--- config.mk ---
export PLATFORM = sky130hd
export DESIGN_NAME = parameter_store_restore_control
export DESIGN_NICKNAME = d
export VERILOG_FILES = /design/src/rtl/param_store_pkg.sv /design/src/rtl/parameter_store_restore_control.sv
export VERILOG_INCLUDE_DIRS = /design/src /design/src/rtl
export SDC_FILE = /design/constraint.sdc
export NUM_CORES = 1
export LEC_CHECK = 0
export BUFFER_PORTS_ARGS = -buffer_cell sky130_fd_sc_hd__buf_4
export CAP_MARGIN = 20
export CORE_MARGIN = 10
export CORE_UTILIZATION = 45
export CTS_BUF_LIST = sky130_fd_sc_hd__clkbuf_8 sky130_fd_sc_hd__clkbuf_16
export DETAILED_ROUTE_END_ITERATION = 8
export PLACE_DENSITY_LB_ADDON = 0.15
export SETUP_SLACK_MARGIN = 0.5
export SYNTH_ARGS = -nofsm -noshare
export SYNTH_HDL_FRONTEND = slang
export SYNTH_SLANG_ARGS = --single-unit
--- constraint.sdc ---
create_clock -name sys_clk_in -period 43.1 [get_ports sys_clk_in]
set_clock_uncertainty 0.05 [all_clocks]
set_input_delay 4.31 -clock sys_clk_in [delete_from_list [all_inputs] [get_ports sys_clk_in]]
set_output_delay 4.31 -clock sys_clk_in [all_outputs]
set_load 0.05 [all_outputs]
--- src/rtl/param_store_consts.svh ---
// Constants of the parameter store and restore control block.
// Assumes object index and subindex are joined on the register address.
`ifndef PARAM_STORE_CONSTS_SVH
`define PARAM_STORE_CONSTS_SVH
`define CAT_COUNT 7
`define OBJ_STORE 16'h1010
`define OBJ_DISCARD 16'h1011
`define OBJ_MARKER 16'h1020
`define OBJ_REBOOT 16'h2800
`define OBJ_IRQ_STATUS 16'hF000
`define OBJ_IRQ_ENABLE 16'hF001
`define OBJ_IRQ_CLEAR 16'hF002
`define KEY_SAVE 32'h65766173
`define KEY_DISCARD 32'h64616F6C
`define KEY_REBOOT 32'h746F6F62
`define SUB_ALL 8'h01
`define SUB_MARKER_HI 8'h02
`define SUB_TUNING 8'h06
`define SUB_BUS 8'h0B
`define CAT_TUNING_IDX 5
`define MASK_ALL 7'h5F
`define SAVE_DONE_VALUE 32'h00000001
`define ENTRY_RESET 32'h00000000
`define IRQ_SAVE_DONE 0
`define IRQ_DISCARD 1
`define IRQ_MARKER_CLR 2
`define IRQ_BAD_KEY 3
`define IRQ_BITS 4
`endif

--- src/rtl/param_store_pkg.sv ---
// Types shared by the parameter store and restore control block.
// Assumes the constants header sits beside it.
`default_nettype none
`include "param_store_consts.svh"
package param_store_pkg;
   typedef struct packed {
      logic [23:0] addr;
      logic [31:0] wdata;
      logic wr;
      logic rd;
   } reg_req_t;
   typedef struct packed {
      logic req;
      logic [`CAT_COUNT-1:0] cat_mask;
      logic with_marker;
   } save_cmd_t;
   typedef enum logic [1:0] {
      ST_IDLE = 2'b00,
      ST_REQ = 2'b01,
      ST_WAIT = 2'b11,
      ST_DONE = 2'b10
   } save_state_t;
endpackage
`default_nettype wire

--- src/rtl/parameter_store_restore_control.sv ---
// Store, discard and reboot command entries with the configuration marker.
// Assumes a nonvolatile engine on the same clock that answers each save request
// with a one-cycle done pulse, and parameter logic that pulses on savable writes.
// Functional notes
// - Save key written to store subindex starts saving that category.
// - Finished save replaces the store subindex value with 1.
// - Subindex 01 all, 02..06 single categories, 0B serial-bus settings.
// - Discard key written to discard subindex marks that category discarded.
// - Discarding leaves values in use untouched; effect only after restart.
// - Reboot key written to reboot subindex 01 restarts the device.
// - Discard via 01 covers all but tuning; tuning only via 06.
// - Savable writes clear markers, except store subindex 01 and marker writes.
// - Marker accepts date and time and is saved with save-all.
//
// Strobed register access was left to the implementer.
`timescale 1ns/1ps
`default_nettype none
`include "param_store_consts.svh"
module parameter_store_restore_control
   import param_store_pkg::*;
(
   input wire logic sys_clk_in,
   input wire logic rst_in,
   input wire reg_req_t reg_req_in,
   input wire logic nv_done_in,
   input wire logic param_write_in,
   output var logic [31:0] rdata_out,
   output var save_cmd_t save_cmd_out,
   output var logic saving_out,
   output var logic [`CAT_COUNT-1:0] discarded_out,
   output var logic [31:0] marker_lo_out,
   output var logic [31:0] marker_hi_out,
   output var logic reboot_out,
   output var logic irq_out
);
   // Bit 3 flags a valid category subindex, bits 2:0 give its index.
   function automatic logic [3:0] cat_of(input logic [7:0] sub);
      logic [3:0] r;
      r = 4'h0;
      if (sub >= `SUB_ALL && sub <= `SUB_TUNING) begin
         r = {1'b1, 3'(sub - `SUB_ALL)};
      end else if (sub == `SUB_BUS) begin
         r = {1'b1, 3'(`CAT_COUNT - 1)};
      end
      return r;
   endfunction

   function automatic logic [2:0] first_one(input logic [`CAT_COUNT-1:0] v);
      logic [2:0] r;
      r = 3'h0;
      for (int i = `CAT_COUNT - 1; i >= 0; i--) begin
         if (v[i]) begin
            r = 3'(i);
         end
      end
      return r;
   endfunction

   logic [15:0] obj;
   logic [7:0] sub;
   logic [3:0] wcat;
   logic [2:0] cidx;
   logic store_wr, discard_wr, reboot_wr, save_key, discard_key, marker_clr;
   logic [31:0] store_reg [`CAT_COUNT];
   logic [31:0] discard_reg [`CAT_COUNT];
   logic [`CAT_COUNT-1:0] pending_reg;
   logic [31:0] reboot_reg;
   logic [`IRQ_BITS-1:0] status_reg, enable_reg, status_next, events;
   save_state_t state_reg;
   logic [2:0] cur_idx_reg;

   assign obj = reg_req_in.addr[23:8];
   assign sub = reg_req_in.addr[7:0];
   assign wcat = cat_of(sub);
   assign cidx = wcat[2:0];
   assign store_wr = reg_req_in.wr && obj == `OBJ_STORE && wcat[3];
   assign discard_wr = reg_req_in.wr && obj == `OBJ_DISCARD && wcat[3];
   assign reboot_wr = reg_req_in.wr && obj == `OBJ_REBOOT && sub == `SUB_ALL;
   assign save_key = store_wr && reg_req_in.wdata == `KEY_SAVE;
   assign discard_key = discard_wr && reg_req_in.wdata == `KEY_DISCARD;
   // marker clear sources
   // The reboot entry is itself a savable setting, so writing it counts.
   assign marker_clr = param_write_in
      || (reg_req_in.wr && obj == `OBJ_STORE && sub != `SUB_ALL)
      || (reg_req_in.wr && obj == `OBJ_REBOOT);

   genvar g;
   generate
      for (g = 0; g < `CAT_COUNT; g++) begin : g_cat
         always_ff @(posedge sys_clk_in or posedge rst_in) begin
            if (rst_in) begin
               store_reg[g] <= `ENTRY_RESET;
            end else if (store_wr && cidx == 3'(g)) begin
               store_reg[g] <= reg_req_in.wdata;
            end else if (state_reg == ST_DONE && cur_idx_reg == 3'(g)) begin
               store_reg[g] <= `SAVE_DONE_VALUE;
            end
         end
         always_ff @(posedge sys_clk_in or posedge rst_in) begin
            if (rst_in) begin
               pending_reg[g] <= 1'b0;
            end else if (save_key && cidx == 3'(g)) begin
               pending_reg[g] <= 1'b1;
            end else if (state_reg == ST_IDLE && first_one(pending_reg) == 3'(g)) begin
               pending_reg[g] <= 1'b0;
            end
         end
         always_ff @(posedge sys_clk_in or posedge rst_in) begin
            if (rst_in) begin
               discard_reg[g] <= `ENTRY_RESET;
            end else if (discard_wr && cidx == 3'(g)) begin
               discard_reg[g] <= reg_req_in.wdata;
            end
         end
         // only a flag for the next start; nothing in use is touched.
         always_ff @(posedge sys_clk_in or posedge rst_in) begin
            if (rst_in) begin
               discarded_out[g] <= 1'b0;
            end else if (discard_key && (cidx == 3'(g)
                  || (cidx == 3'h0 && g != `CAT_TUNING_IDX))) begin
               discarded_out[g] <= 1'b1;
            end else if (state_reg == ST_DONE && save_cmd_out.cat_mask[g]) begin
               discarded_out[g] <= 1'b0;
            end
         end
      end
   endgenerate

   always_ff @(posedge sys_clk_in or posedge rst_in) begin
      if (rst_in) begin
         state_reg <= ST_IDLE;
         cur_idx_reg <= 3'h0;
         save_cmd_out <= '0;
         saving_out <= 1'b0;
      end else begin
         case (state_reg)
            ST_IDLE: begin
               if (|pending_reg) begin
                  cur_idx_reg <= first_one(pending_reg);
                  save_cmd_out.req <= 1'b1;
                  save_cmd_out.with_marker <= first_one(pending_reg) == 3'h0;
                  save_cmd_out.cat_mask <= first_one(pending_reg) == 3'h0 ? `MASK_ALL
                     : 7'(7'h01 << first_one(pending_reg));
                  saving_out <= 1'b1;
                  state_reg <= ST_REQ;
               end
            end
            ST_REQ: begin
               save_cmd_out.req <= 1'b0;
               state_reg <= ST_WAIT;
            end
            ST_WAIT: begin
               if (nv_done_in) begin
                  state_reg <= ST_DONE;
               end
            end
            ST_DONE: begin
               // busy flag for the motor interlock
               saving_out <= |pending_reg;
               state_reg <= ST_IDLE;
            end
            default: begin
               state_reg <= ST_IDLE;
            end
         endcase
      end
   end

   always_ff @(posedge sys_clk_in or posedge rst_in) begin
      if (rst_in) begin
         marker_lo_out <= `ENTRY_RESET;
         marker_hi_out <= `ENTRY_RESET;
      end else if (marker_clr) begin
         marker_lo_out <= `ENTRY_RESET;
         marker_hi_out <= `ENTRY_RESET;
      end else if (reg_req_in.wr && obj == `OBJ_MARKER && sub == `SUB_ALL) begin
         marker_lo_out <= reg_req_in.wdata;
      end else if (reg_req_in.wr && obj == `OBJ_MARKER && sub == `SUB_MARKER_HI) begin
         marker_hi_out <= reg_req_in.wdata;
      end
   end

   always_ff @(posedge sys_clk_in or posedge rst_in) begin
      if (rst_in) begin
         reboot_reg <= `ENTRY_RESET;
         reboot_out <= 1'b0;
      end else begin
         reboot_out <= reboot_wr && reg_req_in.wdata == `KEY_REBOOT;
         if (reboot_wr) begin
            reboot_reg <= reg_req_in.wdata;
         end
      end
   end

   always_comb begin
      events = '0;
      events[`IRQ_SAVE_DONE] = state_reg == ST_DONE;
      events[`IRQ_DISCARD] = discard_key;
      events[`IRQ_MARKER_CLR] = marker_clr;
      events[`IRQ_BAD_KEY] = (store_wr && !save_key) || (discard_wr && !discard_key);
      status_next = status_reg | events;
      if (reg_req_in.wr && obj == `OBJ_IRQ_CLEAR) begin
         status_next = (status_reg & ~reg_req_in.wdata[`IRQ_BITS-1:0]) | events;
      end
   end

   // A new event in the clearing cycle survives the clear.
   always_ff @(posedge sys_clk_in or posedge rst_in) begin
      if (rst_in) begin
         status_reg <= '0;
         enable_reg <= '0;
         irq_out <= 1'b0;
      end else begin
         status_reg <= status_next;
         irq_out <= |(status_next & enable_reg);
         if (reg_req_in.wr && obj == `OBJ_IRQ_ENABLE && sub == 8'h00) begin
            enable_reg <= reg_req_in.wdata[`IRQ_BITS-1:0];
         end
      end
   end

   always_ff @(posedge sys_clk_in or posedge rst_in) begin
      if (rst_in) begin
         rdata_out <= '0;
      end else begin
         rdata_out <= '0;
         if (reg_req_in.rd) begin
            if (obj == `OBJ_STORE && wcat[3]) begin
               rdata_out <= store_reg[cidx];
            end else if (obj == `OBJ_DISCARD && wcat[3]) begin
               rdata_out <= discard_reg[cidx];
            end else if (obj == `OBJ_MARKER && sub == `SUB_ALL) begin
               rdata_out <= marker_lo_out;
            end else if (obj == `OBJ_MARKER && sub == `SUB_MARKER_HI) begin
               rdata_out <= marker_hi_out;
            end else if (obj == `OBJ_REBOOT && sub == `SUB_ALL) begin
               rdata_out <= reboot_reg;
            end else if (obj == `OBJ_IRQ_STATUS && sub == 8'h00) begin
               rdata_out <= 32'(status_reg);
            end else if (obj == `OBJ_IRQ_ENABLE && sub == 8'h00) begin
               rdata_out <= 32'(enable_reg);
            end
         end
      end
   end
endmodule
`default_nettype wire

==> results of run 1 <==
## cell families (layout without fill, tap and decap cells)
group | Yosys count | count (layout) | synth area share
adders and majority gates | 5 | 5 | 0.00224
AOI/OAI and AO/OA | 649 | 649 | 0.166
and+or+nand+nor | 651 | 651 | 0.114
DFF | 614 | 614 | 0.550
xor gates and xnor gates | 1 | 1 | 0.000313
buffers and inverters | 271 | 368 | 0.0404
muxes | 322 | 322 | 0.128
## per-layer routing
metal,track usage,up-vias,routed length (um)
met5,0,-,66
met4,0.0928,10,3160
met3,0.0590,195,7940
met2,0.407,932,44400
met1,0.355,11300,41200
li1,-,9260,-
## worst max-delay path, delay by kind of cell
kind | cells | cell delay [ps]
adders and majority gates | 1 | 240
buffers and inverters | 4 | 1040
and+or+nand+nor | 5 | 2630
AOI/OAI and AO/OA | 2 | 340
## through the flow
stage	hold slack [ps]	worst slack (ps)	cell area, um2	power, W
finish	429	34910	32300	0.00133
global route	445	34780	32300	0.00137
detailed placement	421	34150	29900	0.000732
floorplan	400	21550	28000	0.000677
CTS	434	34760	32200	0.00133
global placement	415	34310	29800	0.000727
## cells in the final DEF, fill, tap and decap left out, drive strengths merged, types with 4 or more instances in the layout
master	n
ha	5
nor2	60
nand3	43
a221o	5
nand2	336
o21ai	85
nor2b	38
bufinv	6
nor3	82
a21oi	112
clkbuf	84
a22oi	36
nand3b	4
o211ai	4
nor3b	4
mux2i	33
a22o	222
and3	4
nor4	37
a211oi	32
nand4	10
dfrtp	614
mux2	289
clkinv	16
a21o	4
a311oi	31
inv	30
o22ai	58
a31oi	39
buf	229
## power breakdown
part | leakage, nW | switching (W) | internal [W] | total (W)
Clock | 1.19 | 0.000241 | 0.000360 | 0.000602
Sequential | 8.50 | 0.0000102 | 0.000585 | 0.000595
Combinational | 5.48 | 0.0000965 | 0.0000326 | 0.000129
## layout make-up
class	instances	area, um2
Inverter	18	75.1
Multi-Input combinational cell	1628	11700
Fill cell	5361	29200
Sequential cell	614	15400
Tap cell	837	1050
Clock buffer	84	1980
Clock inverter	37	332
Timing Repair Buffer	229	1890
## final timing paths
check	startpoint	end	depth (start not counted)
hold / removal	discard_reg[106]	discard_reg[106]	1
max in group asynchronous	rst_in	store_reg[169]	5
setup reg to reg	state_reg[0]	store_reg[84]	5
hold reg to reg	discard_reg[106]	discard_reg[106]	1
min in group asynchronous	rst_in	save_cmd_out[4]	2
setup / recovery	reg_req_in[34]	store_reg[26]	12
==> metrics.md, run 1 <==
| Metric | Value |
|---|---|
| Status | `complete, no violations` |
| Most instantiated library cell after synthesis | `dfrtp_1` |
| Area of the core | `61,600 um2` |
| Yosys reg bits | `614` |
| CP Cell Sequence | `buf_4 > inv_1 > ha_1 > and3b_1 > nor4_1 > and4bb_2 > buf_4 > nand2_2 > nor2_4 > a31oi_4 > buf_12 > a22o_1` |
| Largest net degree at the start of global routing | `163` |
| Synthesized instance count | `2,513` |
| Final Critical Period | `8190 ps` |
| Clock Sinks | `614` |
| Layout cells sized above 1 | `0.253` |
| Asr flop ratio synth | `1.00` |
| Vias per cell | `6.30` |
| Layout Cells excl Fill | `3,447` |
| Drt drc | `0` |
| Endpoints failing hold | `0` |
| Placed cells | `3,320` |
| Largest stage delay, worst path | `1120 ps` |
| Area share of the largest cell type after synthesis | `0.550` |
| Ports | `177` |
| Die height | `269 um` |
| Post-CTS setup buffer count | `0` |
| Die area | `72,500 um2` |
| Detailed placer's ending HPWL | `58.1 mm` |
| # hold bufs at CTS | `0` |
| Ys Warns | `0` |
| Via count | `21,700` |
| First-pass GRT wire length | `147 mm` |
| Reg2reg setup slack | `40,730 ps` |
| Startpoint Class | `input pin` |
| Total gr overflow | `0` |
| Gpl congestion | `0.868` |
| RSZ-0062 raised after global routing | `no` |
| Resized cells post-CTS | `0` |
| Clock transition at path regs | `60 ps` |
| Leakage | `15.2 nW` |
| H-tree depth | `3` |
| Die W | `269 um` |
| Crit. End Element | `register` |
| Synth cell types | `80` |
| EDFF count, synth | `0` |
| Synthesized Nets | `2,580` |
| Maximum VDD drop | `26.0 uV` |
| Initial DRC Count | `2,288` |
| Syn Area/Cell | `11.1 um2` |
| Slowest-stage cell, CP | `nor2_4` |
| PD cells | `41.0 nW/um2` |
| Longest Clk Path Bufs | `3` |
| Worst EP required | `43,520 ps` |
| Final WL | `96.8 mm` |
| Post-synth top flop | `dfrtp_1` |
| TNS Setup | `0 ps` |
| Slew Viols, Final | `0` |
| Crit path kind | `input pin to register` |
| Worst skew pair latency | `600 ps` |
| Initial antenna violation count | `6` |
| CTS Buf Count | `68` |
| Worst slew pin tran | `1140 ps` |
| Vias in the first global route | `22,200` |
| Wire per inst | `28.1 um` |
| Cell mode on critical path | `buf_4` |
| Initial core utilization | `0.454` |
| GRT Total Usage | `0.261` |
| CTS root buf | `clkbuf_16` |
| Max transition margin | `0.235` |
| Area grow syn2layout | `15.7%` |
| Crit Path Max Fanout | `34` |
| Post-synth top cells | `dfrtp_1 (614), nand2_1 (333), mux2_2 (266), a22o_1 (222), clkbuf_1 (168)` |
| Period utilisation layout | `0.190` |
| DRT antenna net count | `0` |
| Worst min path class | `register to register` |
| FP Rows | `91` |
| CTS tree | `yes` |
| Top post-synthesis cells by area | `dfrtp_1 (55%), mux2_2 (11%), a22o_1 (7.0%)` |
| Fmax | `122 MHz` |
| Final Util | `0.525` |
| # nets final | `2,626` |
| Yosys top cell by area | `dfrtp_1` |
| Max-cap viol count | `0` |
| Final setup violation count | `0` |
| Antenna diodes | `0` |
| Mapped Area | `28,000 um2` |
| Register area share after synthesis | `0.550` |
| PortBufs | `176` |
| First-pass DRT Iterations | `5` |
| WP data arrival | `8610 ps` |
No activity file was read; power rests on OpenSTA's default activity.
==> run 2: changes to the inputs <==
ABC_AREA = 1   (was not set)
clock period = 8.2 ns   (was 43.1 ns; I/O delays follow)
==> metrics.md, run 2 <==
| Metric | Value |
|---|---|
| Vias per cell | `5.57 (was 6.30)` |
| Layout Cells excl Fill | `4,584 (was 3,447)` |
| Critical path origin | `reg_req_in[34] (unchanged)` |
| Layout cells sized above 1 | `0.0982 (was 0.253)` |
| Drt drc | `0 (unchanged)` |
| Worst min path class | `input pin to async pin (was register to register)` |
| Crit. End Element | `register (unchanged)` |
| Via count | `25,500 (was 21,700)` |
| Die W | `273 um (was 269 um)` |
| Tot Pwr | `0.00720 W (was 0.00133 W)` |
| # hold bufs at CTS | `0 (unchanged)` |
| Initial core utilization | `0.457 (was 0.454)` |
| First-pass GRT wire length | `149 mm (was 147 mm)` |
| Register area share after synthesis | `0.531 (was 0.550)` |
| Crit path kind | `input pin to register (unchanged)` |
| Endpoints failing hold | `0 (unchanged)` |
| Placed cells | `4,464 (was 3,320)` |
| Initial antenna violation count | `2 (was 6)` |
| Largest net degree at the start of global routing | `197 (was 163)` |
| Area of the core | `63,300 um2 (was 61,600 um2)` |
| First-pass DRT Iterations | `5 (unchanged)` |
| Die height | `273 um (was 269 um)` |
| TNS Setup | `0 ps (unchanged)` |
| Max-cap viol count | `0 (unchanged)` |
| EDFF count, synth | `0 (unchanged)` |
| Synthesized instance count | `3,661 (was 2,513)` |
| Syn Area/Cell | `7.90 um2 (was 11.1 um2)` |
| Clk pwr share | `0.429 (was 0.454)` |
| Wire per inst | `21.1 um (was 28.1 um)` |
| Longest Clk Path Bufs | `3 (unchanged)` |
| Synth cell types | `39 (was 80)` |
| Final WL | `96.6 mm (was 96.8 mm)` |
| Post-synth top flop | `dfrtp_1 (unchanged)` |
| Area share of the largest cell type after synthesis | `0.531 (was 0.550)` |
| GRT Total Usage | `0.256 (was 0.261)` |
| Yosys top cell by area | `dfrtp_1 (unchanged)` |
| WP data arrival | `5410 ps (was 8610 ps)` |
| Gpl congestion | `0.858 (was 0.868)` |
| Net Sw Power | `0.00204 W (was 0.000348 W)` |
| CTS tree | `yes (unchanged)` |
| Ys Warns | `0 (unchanged)` |
| Synthesized Nets | `3,728 (was 2,580)` |
| CTS root buf | `clkbuf_16 (unchanged)` |
| Area grow syn2layout | `13.9% (was 15.7%)` |
| Leakage | `16.5 nW (was 15.2 nW)` |
| Yosys reg bits | `614 (unchanged)` |
| Mapped Area | `28,900 um2 (was 28,000 um2)` |
| Crit Path Max Fanout | `58 (was 34)` |
| Initial DRC Count | `2,622 (was 2,288)` |
| Most instantiated library cell after synthesis | `nand2_1 (was dfrtp_1)` |
| Gate power share | `0.128 (was 0.097)` |
| Top post-synthesis cells by area | `dfrtp_1 (53%), nand2_1 (14%), o21ai_0 (10%) (was dfrtp_1 (55%), mux2_2 (11%), a22o_1 (7.0%))` |
| Pint | `0.00516 W (was 0.000978 W)` |
| Vias in the first global route | `24,200 (was 22,200)` |
| Commonest non-fill, non-tap cells in the layout | `nand2_1 (1,062), dfrtp_1 (614), o21ai_0 (592) (was dfrtp_1 (614), nand2_1 (331), mux2_2 (266))` |
| Asr flop ratio synth | `1.00 (unchanged)` |
| Post-synth top cells | `nand2_1 (1,067), dfrtp_1 (614), o21ai_0 (592), inv_1 (328), nand3_1 (280) (was dfrtp_1 (614), nand2_1 (333), mux2_2 (266), a22o_1 (222), clkbuf_1 (168))` |
| PortBufs | `176 (unchanged)` |
| PD cells | `219 nW/um2 (was 41.0 nW/um2)` |
| Fillers | `6,226 (was 5,361)` |
| Resized cells post-CTS | `0 (unchanged)` |
| Maximum VDD drop | `155 uV (was 26.0 uV)` |
| Worst slew pin tran | `1030 ps (was 1140 ps)` |
| Detailed placer's ending HPWL | `59.6 mm (was 58.1 mm)` |
| Startpoint Class | `input pin (unchanged)` |
| Worst r2r src | `state_reg[0] (unchanged)` |
| Ports | `177 (unchanged)` |
| Worst hold slack | `202 ps (was 429 ps)` |
| Final setup violation count | `0 (unchanged)` |
| Switching Share | `0.283 (was 0.262)` |
| Clock Sinks | `614 (unchanged)` |
| Period utilisation layout | `0.605` |
| Worst skew pair latency | `620 ps (was 600 ps)` |
| # nets final | `3,758 (was 2,626)` |
| Antenna diodes | `0 (unchanged)` |
| Status | `complete, no violations (unchanged)` |
| H-tree depth | `3 (unchanged)` |
| Slew Viols, Final | `0 (unchanged)` |
| Commonest non-fill, non-tap cell in the layout | `nand2_1 (was dfrtp_1)` |
| Die area | `74,800 um2 (was 72,500 um2)` |
| FP Rows | `92 (was 91)` |
| Post-CTS setup buffer count | `0 (unchanged)` |
| CTS Buf Count | `70 (was 68)` |
| Worst EP required | `8640 ps (was 43,520 ps)` |
| Total gr overflow | `0 (unchanged)` |
| Final Critical Period | `4960 ps` |
| RSZ-0062 raised after global routing | `no (unchanged)` |
| Fmax | `202 MHz` |
| Max transition margin | `0.313 (was 0.235)` |
| DRT antenna net count | `0 (unchanged)` |
| Final Util | `0.520 (was 0.525)` |
| Clock transition at path regs | `60 ps (about the same)` |
| Sequential Power Share | `0.443 (was 0.449)` |
-- run 2: changes by cell type in the layout (fill, tap and decap cells not counted), moves of 61 or more --
cell     change
inv_1      +315
a21oi_1     -64
nor3_1      -61
o21ai_1     +68
mux2_2     -266
nand2_1    +731
a22o_1     -220
nand3_1    +241
nor2_1      +86
o22ai_1     +67
o21ai_0    +512
-- run 2: power groups by stage --
stage          sequential, W  combinational (W)  clock [W]
2_1_floorplan        0.00342           0.000415          0
3_3_place_gp         0.00324           0.000919          0
3_5_place_dp         0.00324           0.000917          0
4_1_cts              0.00319           0.000920    0.00313
5_1_grt              0.00320           0.000993    0.00326
6_report             0.00319           0.000921    0.00309
-- run 2: worst max-delay path, cell delays in order --
cell	delay [ps]
buf_4	90
clkinv_1	460
ha_1	470
nand3_1	90
nand2_1	110
inv_2	110
nand3_4	500
inv_2	300
buf_4	580
nor2_8	220
inv_2	160
nor2_4	60
nand2_2	80
buf_4	530
nand2_1	490
o21ai_0	190
nand2_1	60
-- run 2: per-stage QoR --
stage / instance area [um2] / setup WS, ps
3_3_place_gp: 30600 / 2760
2_1_floorplan: 28900 / -1050
3_5_place_dp: 30600 / 2680
6_report: 32900 / 3240
5_1_grt: 32900 / 2910
4_1_cts: 32900 / 3340
-- run 2: path summary, 6_finish.rpt --
kind                       slack (ps)                to  cells past startpoint
setup / recovery                 3240      store_reg[0]                     17
hold / removal                    200  discard_reg[131]                      2
setup reg to reg                 5140    store_reg[212]                      7
hold reg to reg                   420      state_reg[1]                      0
max in group asynchronous        5810    store_reg[188]                      4
min in group sys_clk_in           330      state_reg[0]                      2
-- run 2: cells by family after synthesis --
group / synth area share
buf+inv: 0.0822
xor+xnor: 0.000303
fa+ha+maj: 0.00216
flops: 0.531
simple gates: 0.229
compound gates: 0.155
-- run 2: routing by layer --
metal	vias to the layer above	global-route usage	share of wire
li1	12000	-	-
met1	12400	0.361	0.44
met2	954	0.398	0.45
met3	145	0.0495	0.077
met4	2	0.0662	0.024
met5	-	0	0.00013
-- run 2: area by class of cell --
cell class	count	area, um2	area share
Tap cell	846	1060	0.0322
Timing Repair Buffer	225	1750	0.0532
Inverter	334	1260	0.0383
Sequential cell	614	15400	0.467
Clock buffer	92	2100	0.0638
Multi-Input combinational cell	2446	11200	0.341
Clock inverter	27	161	0.00490
==> run 3: changes to the inputs <==
clock period = 5 ns   (was 8.2 ns; I/O delays follow)
==> metrics.md, run 3 (synthesis gave the netlist of run 2 again) <==
| Metric | Value |
|---|---|
| TNS Setup | `0 ps (unchanged)` |
| First-pass GRT wire length | `150 mm (was 149 mm)` |
| Largest net degree at the start of global routing | `153 (was 197)` |
| Crit Path Max Fanout | `80 (was 58)` |
| Initial DRC Count | `2,825 (was 2,622)` |
| Sequential cell area | `15,400 um2 (unchanged)` |
| H-tree depth | `3 (unchanged)` |
| # hold bufs at CTS | `2 (was 0)` |
| Worst path top cell family by delay | `simple AND/OR/NAND/NOR gates (was buffers and inverters)` |
| Area grow syn2layout | `14.0% (was 13.9%)` |
| Placed inst area | `30,800 um2 (was 30,600 um2)` |
| Die W | `273 um (unchanged)` |
| Final Critical Period | `3480 ps` |
| Area of the core | `63,300 um2 (unchanged)` |
| Worst slew pin tran | `1060 ps (was 1030 ps)` |
| Slowest-stage cell, CP | `buf_4 (unchanged)` |
| Largest stage delay, worst path | `830 ps (was 580 ps)` |
| # nets final | `3,764 (was 3,758)` |
| Final setup violation count | `0 (unchanged)` |
| Crit path buffers/inverters | `5 (was 7)` |
| Startpoint Class | `input pin (unchanged)` |
| R2r worst-path depth | `8 (was 7)` |
| Ports | `177 (unchanged)` |
| Detailed placer's ending HPWL | `60.0 mm (was 59.6 mm)` |
| PD cells | `353 nW/um2 (was 219 nW/um2)` |
| WHS Path Cells | `3` |
| CTS root buf | `clkbuf_16 (unchanged)` |
| DRT antenna net count | `0 (unchanged)` |
| Wire per inst | `21.1 um (about the same)` |
| Crit path depth | `16 (was 17)` |
| Max transition margin | `0.295 (was 0.313)` |
| WP data arrival | `3920 ps (was 5410 ps)` |
| Slew Viols, Final | `0 (unchanged)` |
| Leakage | `16.5 nW (about the same)` |
| RSZ-0062 raised after global routing | `no (unchanged)` |
| Worst EP required | `5440 ps (was 8640 ps)` |
| CP Cell Sequence | `buf_4 > clkinv_1 > buf_4 > ha_1 > inv_1 > nand3_1 > nand2_1 > nor2_4 > nand2_1 > nand2_4 > buf_4 > nand2_1 > nand3_1 > nand2_1 > o21ai_0 > nor2_1 (was buf_4 > clkinv_1 > ha_1 > nand3_1 > nand2_1 > inv_2 > nand3_4 > inv_2 > buf_4 > nor2_8 > inv_2 > nor2_4 > nand2_2 > buf_4 > nand2_1 > o21ai_0 > nand2_1)` |
| Tot Pwr | `0.0116 W (was 0.00720 W)` |
| Final WL | `97.0 mm (was 96.6 mm)` |
| Net Sw Power | `0.00333 W (was 0.00204 W)` |
| Via count | `25,400 (was 25,500)` |
| Final Util | `0.521 (was 0.520)` |
| Vias per cell | `5.54 (was 5.57)` |
| Design area | `33,000 um2 (was 32,900 um2)` |
| Status | `complete, no violations (unchanged)` |
| Drt drc | `0 (unchanged)` |
| Crit. End Element | `register (unchanged)` |
| Die height | `273 um (unchanged)` |
| Longest Clk Path Bufs | `3 (unchanged)` |
| GRT Total Usage | `0.257 (was 0.256)` |
| Crit path kind | `input pin to register (unchanged)` |
| Maximum VDD drop | `269 uV (was 155 uV)` |
| Sequential Power Share | `0.450 (was 0.443)` |
| Gpl congestion | `0.861 (was 0.858)` |
| Clock Sinks | `614 (unchanged)` |
| Pint | `0.00831 W (was 0.00516 W)` |
| Worst skew pair latency | `620 ps (about the same)` |
| Fmax | `288 MHz` |
| Endpoints failing hold | `0 (unchanged)` |
| Worst min path class | `input pin to register (was input pin to async pin)` |
| Layout cells sized above 1 | `0.0971 (was 0.0982)` |
| Max-cap viol count | `0 (unchanged)` |
| Fillers | `6,188 (was 6,226)` |
| Period utilisation layout | `0.695` |
| Switching Share | `0.286 (was 0.283)` |
| Multi-input gate area | `11,200 um2 (unchanged)` |
| Clock transition at path regs | `60 ps (about the same)` |
| Resized cells post-CTS | `0 (unchanged)` |
| Total gr overflow | `0 (unchanged)` |
| FP Rows | `92 (unchanged)` |
| PortBufs | `176 (unchanged)` |
| Commonest non-fill, non-tap cells in the layout | `nand2_1 (1,062), dfrtp_1 (614), o21ai_0 (592) (unchanged)` |
| Initial core utilization | `0.457 (unchanged)` |
| CTS Buf Count | `69 (was 70)` |
| Cell mode on critical path | `nand2_1` |
| Clk pwr share | `0.421 (was 0.429)` |
| First-pass DRT Iterations | `6 (was 5)` |
| Gate power share | `0.129 (was 0.128)` |
| CTS tree | `yes (unchanged)` |
| Vias in the first global route | `24,500 (was 24,200)` |
| Commonest non-fill, non-tap cell in the layout | `nand2_1 (unchanged)` |
| Initial antenna violation count | `2 (unchanged)` |
| Die area | `74,800 um2 (unchanged)` |
| Post-CTS setup buffer count | `0 (unchanged)` |
[run 3: cell count changes in the layout (fill, tap and decap cells not counted)]
cell,previous run,this run
buf_12,5,13
buf_4,220,217
clkbuf_16,74,72
clkbuf_8,18,12
clkinv_4,1,0
clkinv_8,1,3
diode_2,0,2
dlygate4sd3_1,0,2
inv_1,343,346
inv_6,2,0
[run 3: layer usage]
layer	wire length (um)	GRT usage	vias up	part of all wire
li1	-	-	12000	-
met1	42400	0.355	12300	0.44
met2	44000	0.403	981	0.45
met3	8200	0.0536	147	0.085
met4	2320	0.0743	2	0.024
met5	13	0	-	0.00013
[run 3: stage by stage]
step	hold WS, ps	std cells	setup slack (ps)
4_1_cts	108	4584	1600
5_1_grt	152	4585	1320
2_1_floorplan	394	3661	-3930
6_report	128	4587	1520
3_3_place_gp	392	4469	1070
3_5_place_dp	393	4469	965
[run 3: final timing paths]
path | startpoint | slack (ps) | endpoint
min | reg_req_in[7] | 130 | marker_hi_out[5]
min in group asynchronous | rst_in | 420 | store_reg[4]
min reg2reg | state_reg[0] | 410 | state_reg[1]
max | reg_req_in[34] | 1520 | rdata_out[4]
max reg2reg | state_reg[0] | 2130 | store_reg[96]
max in group asynchronous | rst_in | 3320 | marker_lo_out[11]
[run 3: power by group through the flow]
stage	clock network [W]	registers (W)	logic, W
final	0.00490	0.00523	0.00151
after global routing	0.00518	0.00525	0.00164
after detailed placement	0	0.00532	0.00150
after CTS	0.00495	0.00523	0.00151
after floorplan	0	0.00561	0.000681
after global placement	0	0.00532	0.00150
[run 3: tightest hold or removal path: stages]
cell     delay (ps)
buf_4           110
nand2_1          70
o21ai_0          70
[run 3: area by class of cell]
class                           instances  area share
Clock inverter                         29     0.00543
Tap cell                              846      0.0321
Clock buffer                           84      0.0597
Inverter                              334      0.0382
Antenna cell                            2    0.000152
Sequential cell                       614       0.466
Timing Repair Buffer                  232      0.0579
Multi-Input combinational cell       2446       0.341
